**src/hdl/rtip_pkg.sv**
```systemverilog
package rtip_pkg;
	localparam int RTIP_LINES = 64;
	localparam int RTIP_LW = 6;
	localparam int RTIP_GROUP_W = 8;
	// Instruction word fields
	localparam int OPC_HI = 23;
	localparam int OPC_LO = 18;
	localparam int SUB_HI = 17;
	localparam int SUB_LO = 12;
	localparam int SUB3_LO = 15;
	localparam int GRP_HI = 11;
	localparam int GRP_LO = 9;
	localparam int CODE_HI = 7;
	localparam int CODE_LO = 0;
	localparam int BASE_HI = 8;
	localparam int BASE_LO = 2;
	localparam int LINE_HI = 5;
	localparam int LINE_LO = 0;
	localparam logic [5:0] OPC_CLEAR = 6'h0d;
	localparam logic [5:0] OPC_MISC = 6'h0e;
	localparam logic [5:0] OPC_RESTORE = 6'h0f;
	localparam logic [5:0] SUB_CLR_MASK = 6'h00;
	localparam logic [5:0] SUB_SET_MASK = 6'h01;
	localparam logic [5:0] SUB_SET_BASE = 6'h02;
	localparam logic [5:0] SUB_FORCE = 6'h03;
	localparam logic [5:0] SUB_TURN_OFF = 6'h04;
	localparam logic [5:0] SUB_TURN_ON = 6'h05;
	localparam logic [5:0] SUB_SEL_AUTO = 6'h06;
	localparam logic [5:0] SUB_DESEL_AUTO = 6'h07;
	localparam logic [5:0] SUB_RESTORE = 6'h00;
	localparam logic [5:0] SUB_RESTORE_SIG = 6'h04;
	localparam logic [2:0] SUB3_CLEAR = 3'h0;
	// Lines below this number save and restore the condition register
	localparam logic [5:0] SAVED_LINES = 6'h10;
	// Restore interrupt store
	localparam logic [14:0] RESTORE_ADDR = 15'h0005;
	localparam logic [11:0] RESTORE_CODE = 12'h0cf;
	// APB map
	localparam logic [7:0] ADDR_CMD = 8'h00;
	localparam logic [7:0] ADDR_STATUS = 8'h04;
	localparam logic [7:0] ADDR_MASK_LO = 8'h08;
	localparam logic [7:0] ADDR_MASK_HI = 8'h0c;
	localparam logic [7:0] ADDR_PEND_LO = 8'h10;
	localparam logic [7:0] ADDR_PEND_HI = 8'h14;
	localparam logic [7:0] ADDR_ACTIVE_LO = 8'h18;
	localparam logic [7:0] ADDR_ACTIVE_HI = 8'h1c;
	localparam logic [7:0] ADDR_VECTOR = 8'h20;
	// Status bit positions
	localparam int ST_ENABLE = 0;
	localparam int ST_AUTO = 1;
	localparam int ST_FLAG = 2;
	localparam int ST_HOLD = 3;
	localparam int ST_SKIP_ON = 4;
	localparam int ST_REQ = 5;
	localparam int ST_NORMAL = 6;
	localparam int ST_LIVE = 7;

	typedef struct packed {
		logic valid;
		logic [RTIP_LW-1:0] line;
		logic [14:0] address;
	} rtip_vec_t;

	typedef struct packed {
		logic valid;
		logic [14:0] address;
		logic [11:0] data;
	} rtip_store_t;

	typedef struct packed {
		logic valid;
		logic [RTIP_LW-1:0] line;
	} rtip_line_evt_t;
endpackage : rtip_pkg

```
**src/hdl/rtip_ctl.sv**
```systemverilog
`timescale 1ns/100ps
`default_nettype none
// How it works
// - All instructions do nothing when absent, switch off, non-executive or program state.
// - Clear-processor erases pending and active interrupts, enable and auto-disable.
// - Clear-processor leaves line mask and base address unchanged.
// - Clear-mask resets mask bits of group g where code bit is one.
// - Group g covers lines 8g..8g+7; code bit 0 is the lowest line.
// - Set-mask sets selected group bits where code bit is one, others kept.
// - Set-base loads instruction bits 8..2 as the seven-bit vector base.
// - Vector holds base in 14..8, line in 7..2, zeros in 1..0.
// - Force raises a pending request on each selected line of the group.
// - A request is recognized only if masked in, unblocked by priority, and enabled.
// - Turn-off blocks recognition until a later turn-on.
// - Internal clear, master clear and abnormal interrupt all disable the processor.
// - Turn-on lets recognition resume.
// - After abnormal interrupt while disabled, first turn-on ignored, second enables.
// - With auto-disable selected, the CPU taking a line disables the processor.
// - Auto-disable stays until deselect, clear-processor, internal clear or master clear.
// - Deselect cancels auto-disable.
// - Restore frees line l and lower-priority lines; lines below 16 restore registers.
// - From restore to next jump, all lines but the parity line are held off.
// - Restore-and-signal also raises a normal CPU interrupt when the flag is set.
// - Flag sets on CPU taking a line interrupt, clears on any normal interrupt.
// - Taking the restore interrupt stores code 0317 at location 5.
// - Taking lines below 16 saves then clears the condition register.
module rtip_ctl
	import rtip_pkg::*;
#(
	parameter int PARITY_LINE = 0
) (
	input wire logic clk,
	input wire logic resetn,
	// APB slave
	input wire logic psel,
	input wire logic penable,
	input wire logic pwrite,
	input wire logic [7:0] paddr,
	input wire logic [31:0] pwdata,
	output logic [31:0] prdata,
	output logic pready,
	output logic pslverr,
	// Pins from outside the clock domain
	input wire logic processorPresent,
	input wire logic line_processor_panel_switch,
	input wire logic [RTIP_LINES-1:0] extLines,
	// CPU execution logic, same clock
	input wire logic cpuExecutive,
	input wire logic cpuProgramState,
	input wire logic cpuInternalClear,
	input wire logic cpuAbnormalInt,
	input wire logic cpuJump,
	input wire logic cpuLineAck,
	input wire logic cpuNormalAck,
	output rtip_vec_t lineRequest,
	output logic normalIrq,
	output rtip_store_t restoreStore,
	output logic condSave,
	output rtip_line_evt_t regRestore
);

	logic [RTIP_LINES-1:0] extMeta_r;
	logic [RTIP_LINES-1:0] extSync_r;
	logic [1:0] strapMeta_r;
	logic [1:0] strapSync_r;
	logic [RTIP_LINES-1:0] mask_r;
	logic [RTIP_LINES-1:0] pend_r;
	logic [RTIP_LINES-1:0] active_r;
	logic [6:0] base_r;
	logic enable_r;
	logic auto_r;
	logic flag_r;
	logic hold_r;
	logic skipOn_r;
	logic [23:0] lastCmd_r;
	logic reqValid_r;
	logic [RTIP_LW-1:0] reqLine_r;
	logic normalIrq_r;
	rtip_store_t store_r;
	logic condSave_r;
	rtip_line_evt_t restore_r;

	logic wrAccess;
	logic cmdWrite;
	logic live;
	logic [23:0] cmd;
	logic isClear;
	logic isMisc;
	logic isRestore;
	logic isRestoreSig;
	logic [RTIP_LINES-1:0] groupBits;
	logic [RTIP_LW-1:0] cmdLine;
	logic [RTIP_LINES-1:0] freeMask;
	logic [RTIP_LINES-1:0] eligible;
	logic candFound;
	logic [RTIP_LW-1:0] candLine;
	logic actFound;
	logic [RTIP_LW-1:0] actLine;
	logic canIssue;
	logic takeLine;

	assign wrAccess = psel & penable & pwrite;
	assign cmdWrite = wrAccess & (paddr == ADDR_CMD);
	assign cmd = pwdata[23:0];
	assign live = strapSync_r[0] & strapSync_r[1] & cpuExecutive & ~cpuProgramState;
	assign isClear = cmdWrite & live & (cmd[OPC_HI:OPC_LO] == OPC_CLEAR) & (cmd[SUB_HI:SUB3_LO] == SUB3_CLEAR);
	assign isMisc = cmdWrite & live & (cmd[OPC_HI:OPC_LO] == OPC_MISC);
	assign isRestoreSig = cmdWrite & live & (cmd[OPC_HI:OPC_LO] == OPC_RESTORE)
		& (cmd[SUB_HI:SUB_LO] == SUB_RESTORE_SIG);
	assign isRestore = isRestoreSig | (cmdWrite & live & (cmd[OPC_HI:OPC_LO] == OPC_RESTORE)
		& (cmd[SUB_HI:SUB_LO] == SUB_RESTORE));
	assign cmdLine = cmd[LINE_HI:LINE_LO];
	assign groupBits = {{(RTIP_LINES-RTIP_GROUP_W){1'b0}}, cmd[CODE_HI:CODE_LO]}
		<< {cmd[GRP_HI:GRP_LO], 3'h0};
	assign freeMask = {RTIP_LINES{1'b1}} << cmdLine;

	always_ff @(posedge clk) begin
		extMeta_r <= extLines;
		extSync_r <= extMeta_r;
		strapMeta_r <= {line_processor_panel_switch, processorPresent};
		strapSync_r <= strapMeta_r;
	end

	// Eligible lines, with the parity line exempt from the restore hold-off
	always_comb begin
		eligible = pend_r & mask_r;
		if (hold_r) begin
			eligible = eligible & ({{(RTIP_LINES-1){1'b0}}, 1'b1} << PARITY_LINE);
		end
	end

	// Lowest line number wins
	always_comb begin
		candFound = 1'b0;
		candLine = '0;
		actFound = 1'b0;
		actLine = '0;
		for (int i = RTIP_LINES - 1; i >= 0; i--) begin
			if (eligible[i]) begin
				candFound = 1'b1;
				candLine = RTIP_LW'(i);
			end
			if (active_r[i]) begin
				actFound = 1'b1;
				actLine = RTIP_LW'(i);
			end
		end
	end

	assign canIssue = candFound & enable_r & (~actFound | (candLine < actLine)) & ~reqValid_r;
	assign takeLine = reqValid_r & cpuLineAck;

	always_ff @(posedge clk) begin
		if (!resetn) begin
			mask_r <= '0;
		end else if (isMisc & (cmd[SUB_HI:SUB_LO] == SUB_CLR_MASK)) begin
			mask_r <= mask_r & ~groupBits;
		end else if (isMisc & (cmd[SUB_HI:SUB_LO] == SUB_SET_MASK)) begin
			mask_r <= mask_r | groupBits;
		end
	end

	always_ff @(posedge clk) begin
		if (!resetn) begin
			base_r <= '0;
		end else if (isMisc & (cmd[SUB_HI:SUB_LO] == SUB_SET_BASE)) begin
			base_r <= cmd[BASE_HI:BASE_LO];
		end
	end

	// Pending requests; new arrivals win over the taking of a line
	always_ff @(posedge clk) begin
		if (!resetn) begin
			pend_r <= '0;
		end else if (isClear) begin
			pend_r <= '0;
		end else begin
			pend_r <= (pend_r & ~(takeLine ? ({{(RTIP_LINES-1){1'b0}}, 1'b1} << reqLine_r) : '0))
				| extSync_r
				| ((isMisc & (cmd[SUB_HI:SUB_LO] == SUB_FORCE)) ? groupBits : '0);
		end
	end

	always_ff @(posedge clk) begin
		if (!resetn) begin
			active_r <= '0;
		end else if (isClear) begin
			active_r <= '0;
		end else if (takeLine) begin
			active_r <= active_r | ({{(RTIP_LINES-1){1'b0}}, 1'b1} << reqLine_r);
		end else if (isRestore) begin
			active_r <= active_r & ~freeMask;
		end
	end

	// Request to the CPU, held until taken or withdrawn by a clear
	always_ff @(posedge clk) begin
		if (!resetn) begin
			reqValid_r <= 1'b0;
			reqLine_r <= '0;
		end else if (isClear | cpuInternalClear) begin
			reqValid_r <= 1'b0;
		end else if (takeLine) begin
			reqValid_r <= 1'b0;
		end else if (canIssue) begin
			reqValid_r <= 1'b1;
			reqLine_r <= candLine;
		end
	end

	always_ff @(posedge clk) begin
		if (!resetn) begin
			enable_r <= 1'b0;
			skipOn_r <= 1'b0;
		end else if (cpuInternalClear) begin
			enable_r <= 1'b0;
			skipOn_r <= 1'b0;
		end else if (cpuAbnormalInt) begin
			enable_r <= 1'b0;
			skipOn_r <= ~enable_r;
		end else if (isClear) begin
			enable_r <= 1'b0;
		end else if (isMisc & (cmd[SUB_HI:SUB_LO] == SUB_TURN_ON)) begin
			if (skipOn_r) begin
				skipOn_r <= 1'b0;
			end else begin
				enable_r <= 1'b1;
			end
		end else if (isMisc & (cmd[SUB_HI:SUB_LO] == SUB_TURN_OFF)) begin
			enable_r <= 1'b0;
		end else if (takeLine & auto_r) begin
			enable_r <= 1'b0;
		end
	end

	always_ff @(posedge clk) begin
		if (!resetn) begin
			auto_r <= 1'b0;
		end else if (cpuInternalClear | isClear) begin
			auto_r <= 1'b0;
		end else if (isMisc & (cmd[SUB_HI:SUB_LO] == SUB_DESEL_AUTO)) begin
			auto_r <= 1'b0;
		end else if (isMisc & (cmd[SUB_HI:SUB_LO] == SUB_SEL_AUTO)) begin
			auto_r <= 1'b1;
		end
	end

	// Restore hold-off; a restore in the jump cycle keeps it set
	always_ff @(posedge clk) begin
		if (!resetn) begin
			hold_r <= 1'b0;
		end else if (isRestore) begin
			hold_r <= 1'b1;
		end else if (cpuJump) begin
			hold_r <= 1'b0;
		end
	end

	// Line-taken flag; a set wins over a clear in the same cycle
	always_ff @(posedge clk) begin
		if (!resetn) begin
			flag_r <= 1'b0;
		end else if (takeLine) begin
			flag_r <= 1'b1;
		end else if (cpuNormalAck) begin
			flag_r <= 1'b0;
		end
	end

	always_ff @(posedge clk) begin
		if (!resetn) begin
			normalIrq_r <= 1'b0;
		end else if (isRestoreSig & flag_r) begin
			normalIrq_r <= 1'b1;
		end else if (cpuNormalAck) begin
			normalIrq_r <= 1'b0;
		end
	end

	always_ff @(posedge clk) begin
		if (!resetn) begin
			store_r <= '0;
		end else begin
			store_r.valid <= normalIrq_r & cpuNormalAck;
			store_r.address <= RESTORE_ADDR;
			store_r.data <= RESTORE_CODE;
		end
	end

	always_ff @(posedge clk) begin
		if (!resetn) begin
			condSave_r <= 1'b0;
			restore_r <= '0;
		end else begin
			condSave_r <= takeLine & (reqLine_r < SAVED_LINES);
			restore_r.valid <= isRestore & (cmdLine < SAVED_LINES);
			restore_r.line <= cmdLine;
		end
	end

	always_ff @(posedge clk) begin
		if (!resetn) begin
			lastCmd_r <= '0;
		end else if (cmdWrite) begin
			lastCmd_r <= cmd;
		end
	end

	assign lineRequest.valid = reqValid_r;
	assign lineRequest.line = reqLine_r;
	assign lineRequest.address = {base_r, reqLine_r, 2'b00};
	assign normalIrq = normalIrq_r;
	assign restoreStore = store_r;
	assign condSave = condSave_r;
	assign regRestore = restore_r;

	assign pready = 1'b1;

	always_comb begin
		prdata = '0;
		pslverr = 1'b0;
		case (paddr)
			ADDR_CMD: prdata = {8'h00, lastCmd_r};
			ADDR_STATUS: begin
				prdata[ST_ENABLE] = enable_r;
				prdata[ST_AUTO] = auto_r;
				prdata[ST_FLAG] = flag_r;
				prdata[ST_HOLD] = hold_r;
				prdata[ST_SKIP_ON] = skipOn_r;
				prdata[ST_REQ] = reqValid_r;
				prdata[ST_NORMAL] = normalIrq_r;
				prdata[ST_LIVE] = live;
			end
			ADDR_MASK_LO: prdata = mask_r[31:0];
			ADDR_MASK_HI: prdata = mask_r[63:32];
			ADDR_PEND_LO: prdata = pend_r[31:0];
			ADDR_PEND_HI: prdata = pend_r[63:32];
			ADDR_ACTIVE_LO: prdata = active_r[31:0];
			ADDR_ACTIVE_HI: prdata = active_r[63:32];
			ADDR_VECTOR: prdata = {17'h00000, base_r, reqLine_r, 2'b00};
			default: pslverr = psel & penable;
		endcase
		if (pwrite && paddr != ADDR_CMD) begin
			pslverr = psel & penable;
		end
	end

endmodule : rtip_ctl
`default_nettype wire

```
**config.mk**
```make
export PLATFORM = sky130hd
export DESIGN_NAME = rtip_ctl
export DESIGN_NICKNAME = d
export VERILOG_FILES = /design/src/hdl/rtip_pkg.sv /design/src/hdl/rtip_ctl.sv
export SDC_FILE = /design/constraint.sdc
export NUM_CORES = 1
export LEC_CHECK = 0
export BUFFER_PORTS_ARGS = -buffer_cell sky130_fd_sc_hd__clkbuf_2
export CAP_MARGIN = 40
export CORE_MARGIN = 3
export CORE_UTILIZATION = 50
export DETAILED_ROUTE_END_ITERATION = 12
export PLACE_DENSITY = 0.73
export SYNTH_ARGS = -nofsm -noshare
export SYNTH_HDL_FRONTEND = slang
export SYNTH_SLANG_ARGS = --single-unit
export TNS_END_PERCENT = 1
```
**constraint.sdc**
```tcl
create_clock -name clk -period 3.4 [get_ports clk]
set_input_delay 0 -clock clk [delete_from_list [all_inputs] [get_ports clk]]
set_output_delay 0 -clock clk [all_outputs]
set_load 0.05 [all_outputs]
```
======== Word level (Yosys, flattened, before mapping) ========
Cells that the tools add are included.
storage, ports and cells
  word-level logic and storage cells ...... 401
  input port bits ......................... 118
  bits in registers ....................... 404
  output and inout bits ................... 93
operators by class
  bitwise operators ....................... 51
  multiplexer cells ....................... 280
  reductions and logical operators ........ 21
  shift-type cells ........................ 3
  magnitude comparators ................... 3
  eq/ne operators ......................... 20
operators by type and width
  kind                                                                          number
  6-bit two-way mux                                                             128
  64-bit two-way mux                                                            7
  64-bit AND                                                                    4
  64-bit bitwise OR                                                             4
  64-bit inverter                                                               3
  24-bit one-hot mux with 8 select lines                                        1
  1-bit two-way mux                                                             142
  8-bit one-hot mux with 9 select lines                                         1
  1-bit by 6-bit << shifter with 64-bit output, first input constant            1
  64-bit by 6-bit << shifter with 64-bit output, first input constant           1
  8-bit by 6-bit << shifter with 64-bit output                                  1
  8-bit by 5-bit == test with 1-bit output, second input constant               4
  1-bit AND                                                                     30
  6-bit by 3-bit == test with 1-bit output, second input constant               4
  6-bit by 4-bit == test with 1-bit output, second input constant               3
  8-bit by 4-bit == test with 1-bit output, second input constant               2
  15-bit two-way mux                                                            1
  6-bit by 2-bit == test with 1-bit output, second input constant               2
  6-bit by 5-bit less-than comparator with 1-bit output, second input constant  2
  2-bit nonzero test                                                            6
  9-bit OR reduction                                                            1
  8-bit by 3-bit == test with 1-bit output, second input constant               1
  8-bit by 6-bit == test with 1-bit output, second input constant               1
  8-bit logical NOT                                                             1
  15 further kinds                                                              27

======== Logic depth before layout (Yosys ltp) ========
  depth in word-level cells ............... 71
  gate-level depth with buffers ........... 18

======== Worst setup path before layout ========
No wires, ideal clock.
  path type ............................... register to register
  start ................................... register hold_r
  end ..................................... register reqLine_r[0]
  required time ........................... 3.328 ns
  cell stages (with the launch flop) ...... 16
  path buffers ............................ 4
  data arrival time ....................... 3.467 ns
  clock period less this slack ............ 3.539 ns
  path slack .............................. -0.139 ns
  setup time .............................. 0.072 ns
  cell sequence ........................... dfxtp_1 buf_2 buf_2 buf_2 buf_1 o21ai_0 nor4_1 a21oi_1 ha_1 or4_1 nor2_1 and3_1 o211a_1 or3_1 nor3b_4 mux2i_1
on the way
  cells in the longest elaborated chain, start to end .. 70
  elaborated cells between the ends (all ways) .. 135
  classes of those cells .................. order compare: 1; mux: 129; bitwise: 4; reduce/logical: 1
ends and longest elaborated chain
  item                                    line             text
  start: declaration                      rtip_ctl.sv:73   logic hold_r;
  start signal: assignment                rtip_ctl.sv:251  hold_r <= 1'b0;
  start signal: assignment                rtip_ctl.sv:253  hold_r <= 1'b1;
  start signal: assignment                rtip_ctl.sv:255  hold_r <= 1'b0;
  64-bit two-way mux *                    rtip_ctl.sv:127  if (hold_r) begin
  6-bit two-way mux (62 in series)        rtip_ctl.sv:139  if (eligible[i]) begin
  6-bit two-way mux * (2 in series)       rtip_ctl.sv:139
  via candLine[1]                         rtip_ctl.sv:96   logic [RTIP_LW-1:0] candLine;
  6-bit less-than comparator *            rtip_ctl.sv:150  assign canIssue = candFound & enable_r & (~actFound | (candLine < actLine)) & ~reqValid_r;
  1-bit bitwise OR *                      rtip_ctl.sv:150
  1-bit AND * (2 in series)               rtip_ctl.sv:150
  3-bit AND reduction (no source line) *  -
  end signal: assignment                  rtip_ctl.sv:207  reqLine_r <= candLine;
  end: declaration                        rtip_ctl.sv:77   logic [RTIP_LW-1:0] reqLine_r;
Mark *: on every way through the listed nets, which the timed path passes. The rest lies on a longest branch.
A chain may end at the register's enable or synchronous reset.

======== Worst setup path in the final report ========
  start ................................... register hold_r
  end ..................................... register reqLine_r[2]
Same word-level chain as after synthesis.

==> results by group <==
Timing
  – Fin. max-slew vios: 0
  – Final TNS setup: -0.9201 ns
  – Post-route setup slack: -0.1604 ns
  – Tmin final: between 3 and 4 ns
  – Max Freq: 280.9 MHz
  – Hold WS: 0.04179 ns
  – Slew headroom: 0.3221
  – Slew @ Worst Pin: ~1.0 ns
  – RSZ-0062 raised after global routing: yes
  – Final hold viol count: 0
  – Clock Skews: 0.02788 ns
  – Finish-stage setup viols: 6
  – Final worst-path cycle share: 1.047

GRT
  – Largest net degree at the start of global routing: 69
  – Gr ovfl total: 0
  – Vias in the first global route: 18440
  – First-pass GRT wire length: 117700 um
  – Initial antenna violation count: 2
  – Gr usage total: 0.4421

Critical path
  – R2R Path End: reqLine_r[2]
  – CP Capture Point: reqLine_r[2]
  – Critical path arrival: 4.05 ns
  – Worst Setup Start Kind: flip-flop
  – Req. time, crit path: 3.89 ns
  – Flop2flop setup slack: -0.16 ns
  – CP Max Fanout: 18
  – Worst r2r path cells: 14
  – Crit. Startpoint: hold_r
  – Reg-to-reg startpoint: hold_r
  – Worst setup path category: reg -> reg
  – Worst setup EP type: flip-flop

Routing
  – DRC: 0
  – First drt pass iteration count: 6
  – WL final: 80530 um
  – DR vias/cell: 6.355
  – WL/cell: approximately 27 um
  – Total number of vias: 19210
  – Detail Route Antenna Nets: 0
  – Starting DRT DRC Count: 2854

Job
  – Maxcap violations: 0

Synth
  – Synth Cell Area: 16710 um2
  – Post-synth EDFFs: 0
  – Yosys cell types: between 70 and 80
  – Register bit total from synthesis: 378
  – Mean Syn Cell Area: 7.967 um2
  – Top FF cell, synth: dfxtp_1
  – Syn Inst Count: 2098
  – Post-synth top area cell: dfxtp_1
  – Share of the synthesized area in the top cell type: 0.4527
  – Mux contribution to synthesized area: 0.04551
  – Share of the yosys chip area belonging to registers: 0.4527
  – Adder-Cell Fraction of Synth Area: 0.003743
  – Largest family of logic cells by synthesized area: simple AND/OR/NAND/NOR gates
  – Async set-reset flop share out of synthesis: 0
  – Number of synthesis warnings: 0
  – Largest cells by area after synthesis: dfxtp_1, a21oi_1, nand2_1
  – Post-synthesis compound-gate area fraction: 0.2161
  – Post-synthesis xor/xnor area fraction: 0.0005240
  – Simple-gate portion of the synthesized area: 0.2261

Clock network
  – CTS tree: done
  – Root buffer cell: clkbuf_16
  – H-tree depth: 2
  – Clock sinks: 378
  – Longest Clk Path Bufs: 3
  – TritonCTS Buffers: 40
  – Skew-Pair Late Insertion Delay: 0.58 ns
  – CTS clk-pin slew, worst paths: 0.07 ns

Floorplan
  – Die W: 188.8 um
  – Die H: approximately 190 um
  – Core area: 32700 um2
  – Row cnt: between 60 and 70
  – Initial Util: 0.5111
  – Die area: between 30000 and 40000 um2
  – Num ports: 211

Cells and area
  – Most common cell after layout, fill and taps aside: nand2_1
  – P&R area growth vs syn: 32.62%
  – Layout cell share with drive strength beyond 1: 0.2332
  – Antenna fix cells: 0
  – Most frequent cells in the layout: nand2_1, dfxtp_1, a21oi_1, buf_4, clkbuf_2
  – Final Non-Filler Cells: about 3000
  – Final core utilization: 0.6779
  – Post-route cell area: 22170 um2
  – Nets: 2676

Pwr
  – Total chip power: 9.910 mW
  – Logic pwr share: 0.074
  – Static Leakage: 8.935 nW
  – Sequential power share: 0.470
  – Pwr dens: 447.0 nW/um2
  – Clk network pwr share: 0.456
  – Peak supply drop: slightly above 0.5 mV
  – Internal Pwr Total: 7.434 mW
  – Net Sw Power: 2.475 mW
  – Sw Share: 0.2498

Run status
  – Status: complete, but fails checks
  – Violated checks: setup timing

Worst hold path
  – Hold Crit Class: in -> reg

Placed design
  – DP Wirelength: 57700 um
  – I/O Buffers: 180
  – Routability cong.: 1.076
  – Pre-CTS setup slack: -0.3480 ns
  – Cell Area, Placed: 19750 um2
  – Placed cells: 2859
==> cells by family (layout without fill, tap and decap cells) <==
family	Yosys count	in the layout
adder cells (fa/ha/maj)	5	5
XOR/XNOR	1	1
multiplexers	76	76
buffers and inverters	198	661
AO/OA/AOI/OAI	606	606
other	2	22
flip-flops	378	378
AND/OR/NAND/NOR	832	832
==> worst max-delay path, cell delays in order (launching register included) <==
cell and delay, ns:
dfxtp_2 0.37, buf_12 0.17, a21oi_1 0.42, o21bai_1 0.16
a211oi_1 0.31, o221ai_1 0.17, a21oi_2 0.31, ha_2 0.35
nor2_1 0.11, nor3_2 0.06, o32ai_2 0.30, or3_4 0.19
nor3b_4 0.21, buf_12 0.15, mux2i_1 0.18
==> how the worst min path moves through the flow <==
stage / from / slack [ns] / cells after the start / endpoint
floorplan: extLines[0] / 0.03 / 0 / extMeta_r[0]
global placement: extLines[13] / 0.10 / 1 / extMeta_r[13]
detailed placement: extLines[62] / 0.10 / 1 / extMeta_r[62]
CTS: pwdata[4] / 0.0006 / 3 / active_r[14]
global route: pwdata[4] / 0.03 / 3 / active_r[14]
finish: pwdata[4] / 0.04 / 3 / active_r[14]
==> layer usage <==
layer,wire length [um],share of wire,global-route usage
met5,13,0.00016,0
met4,5198,0.065,0.2392
met3,10430,0.13,0.1137
met2,34830,0.43,0.6791
met1,30050,0.37,0.5713
==> layout make-up <==
type,count,area [um2]
inverters,19,71.32
clock buffers,51,1132
repair buffers,572,4146
multi-input cells,1542,8483
flip-flops and latches,378,7570
well taps,442,553.0
fillers,2719,10530
clock inverters,19,211.5
==> cells in the mapped netlist, types with 27 or more instances <==
cell      instances
buf_4            37
nor3_1           47
o21ai_0          42
and2_1           27
mux2i_1          76
a21oi_1         359
nor2_1          109
dfxtp_1         378
clkbuf_1         99
buf_2            27
nand3_1          98
a22oi_1          45
nand2_1         440
==> power groups by stage <==
stage | sequential (mW) | combinational (mW) | clock [mW]
after floorplan | 4.74 | 0.326 | 0
final | 4.65 | 0.738 | 4.52
after global routing | 4.66 | 0.760 | 4.71
after detailed placement | 4.74 | 0.621 | 0
after global placement | 4.74 | 0.614 | 0
after CTS | 4.65 | 0.705 | 4.52
==> timing repair <==
action / in CTS / in global routing
pin swaps: 11 / 12
endpoints found under the hold margin: 112 / 0
buffers inserted: 3 / 0
cloned: 0 / 0
gates resized for setup: 20 / 12
hold buffers: 91 / 0
setup endpoints to repair: 7 / 7
Note: power is estimated with default switching activity, not from simulation.
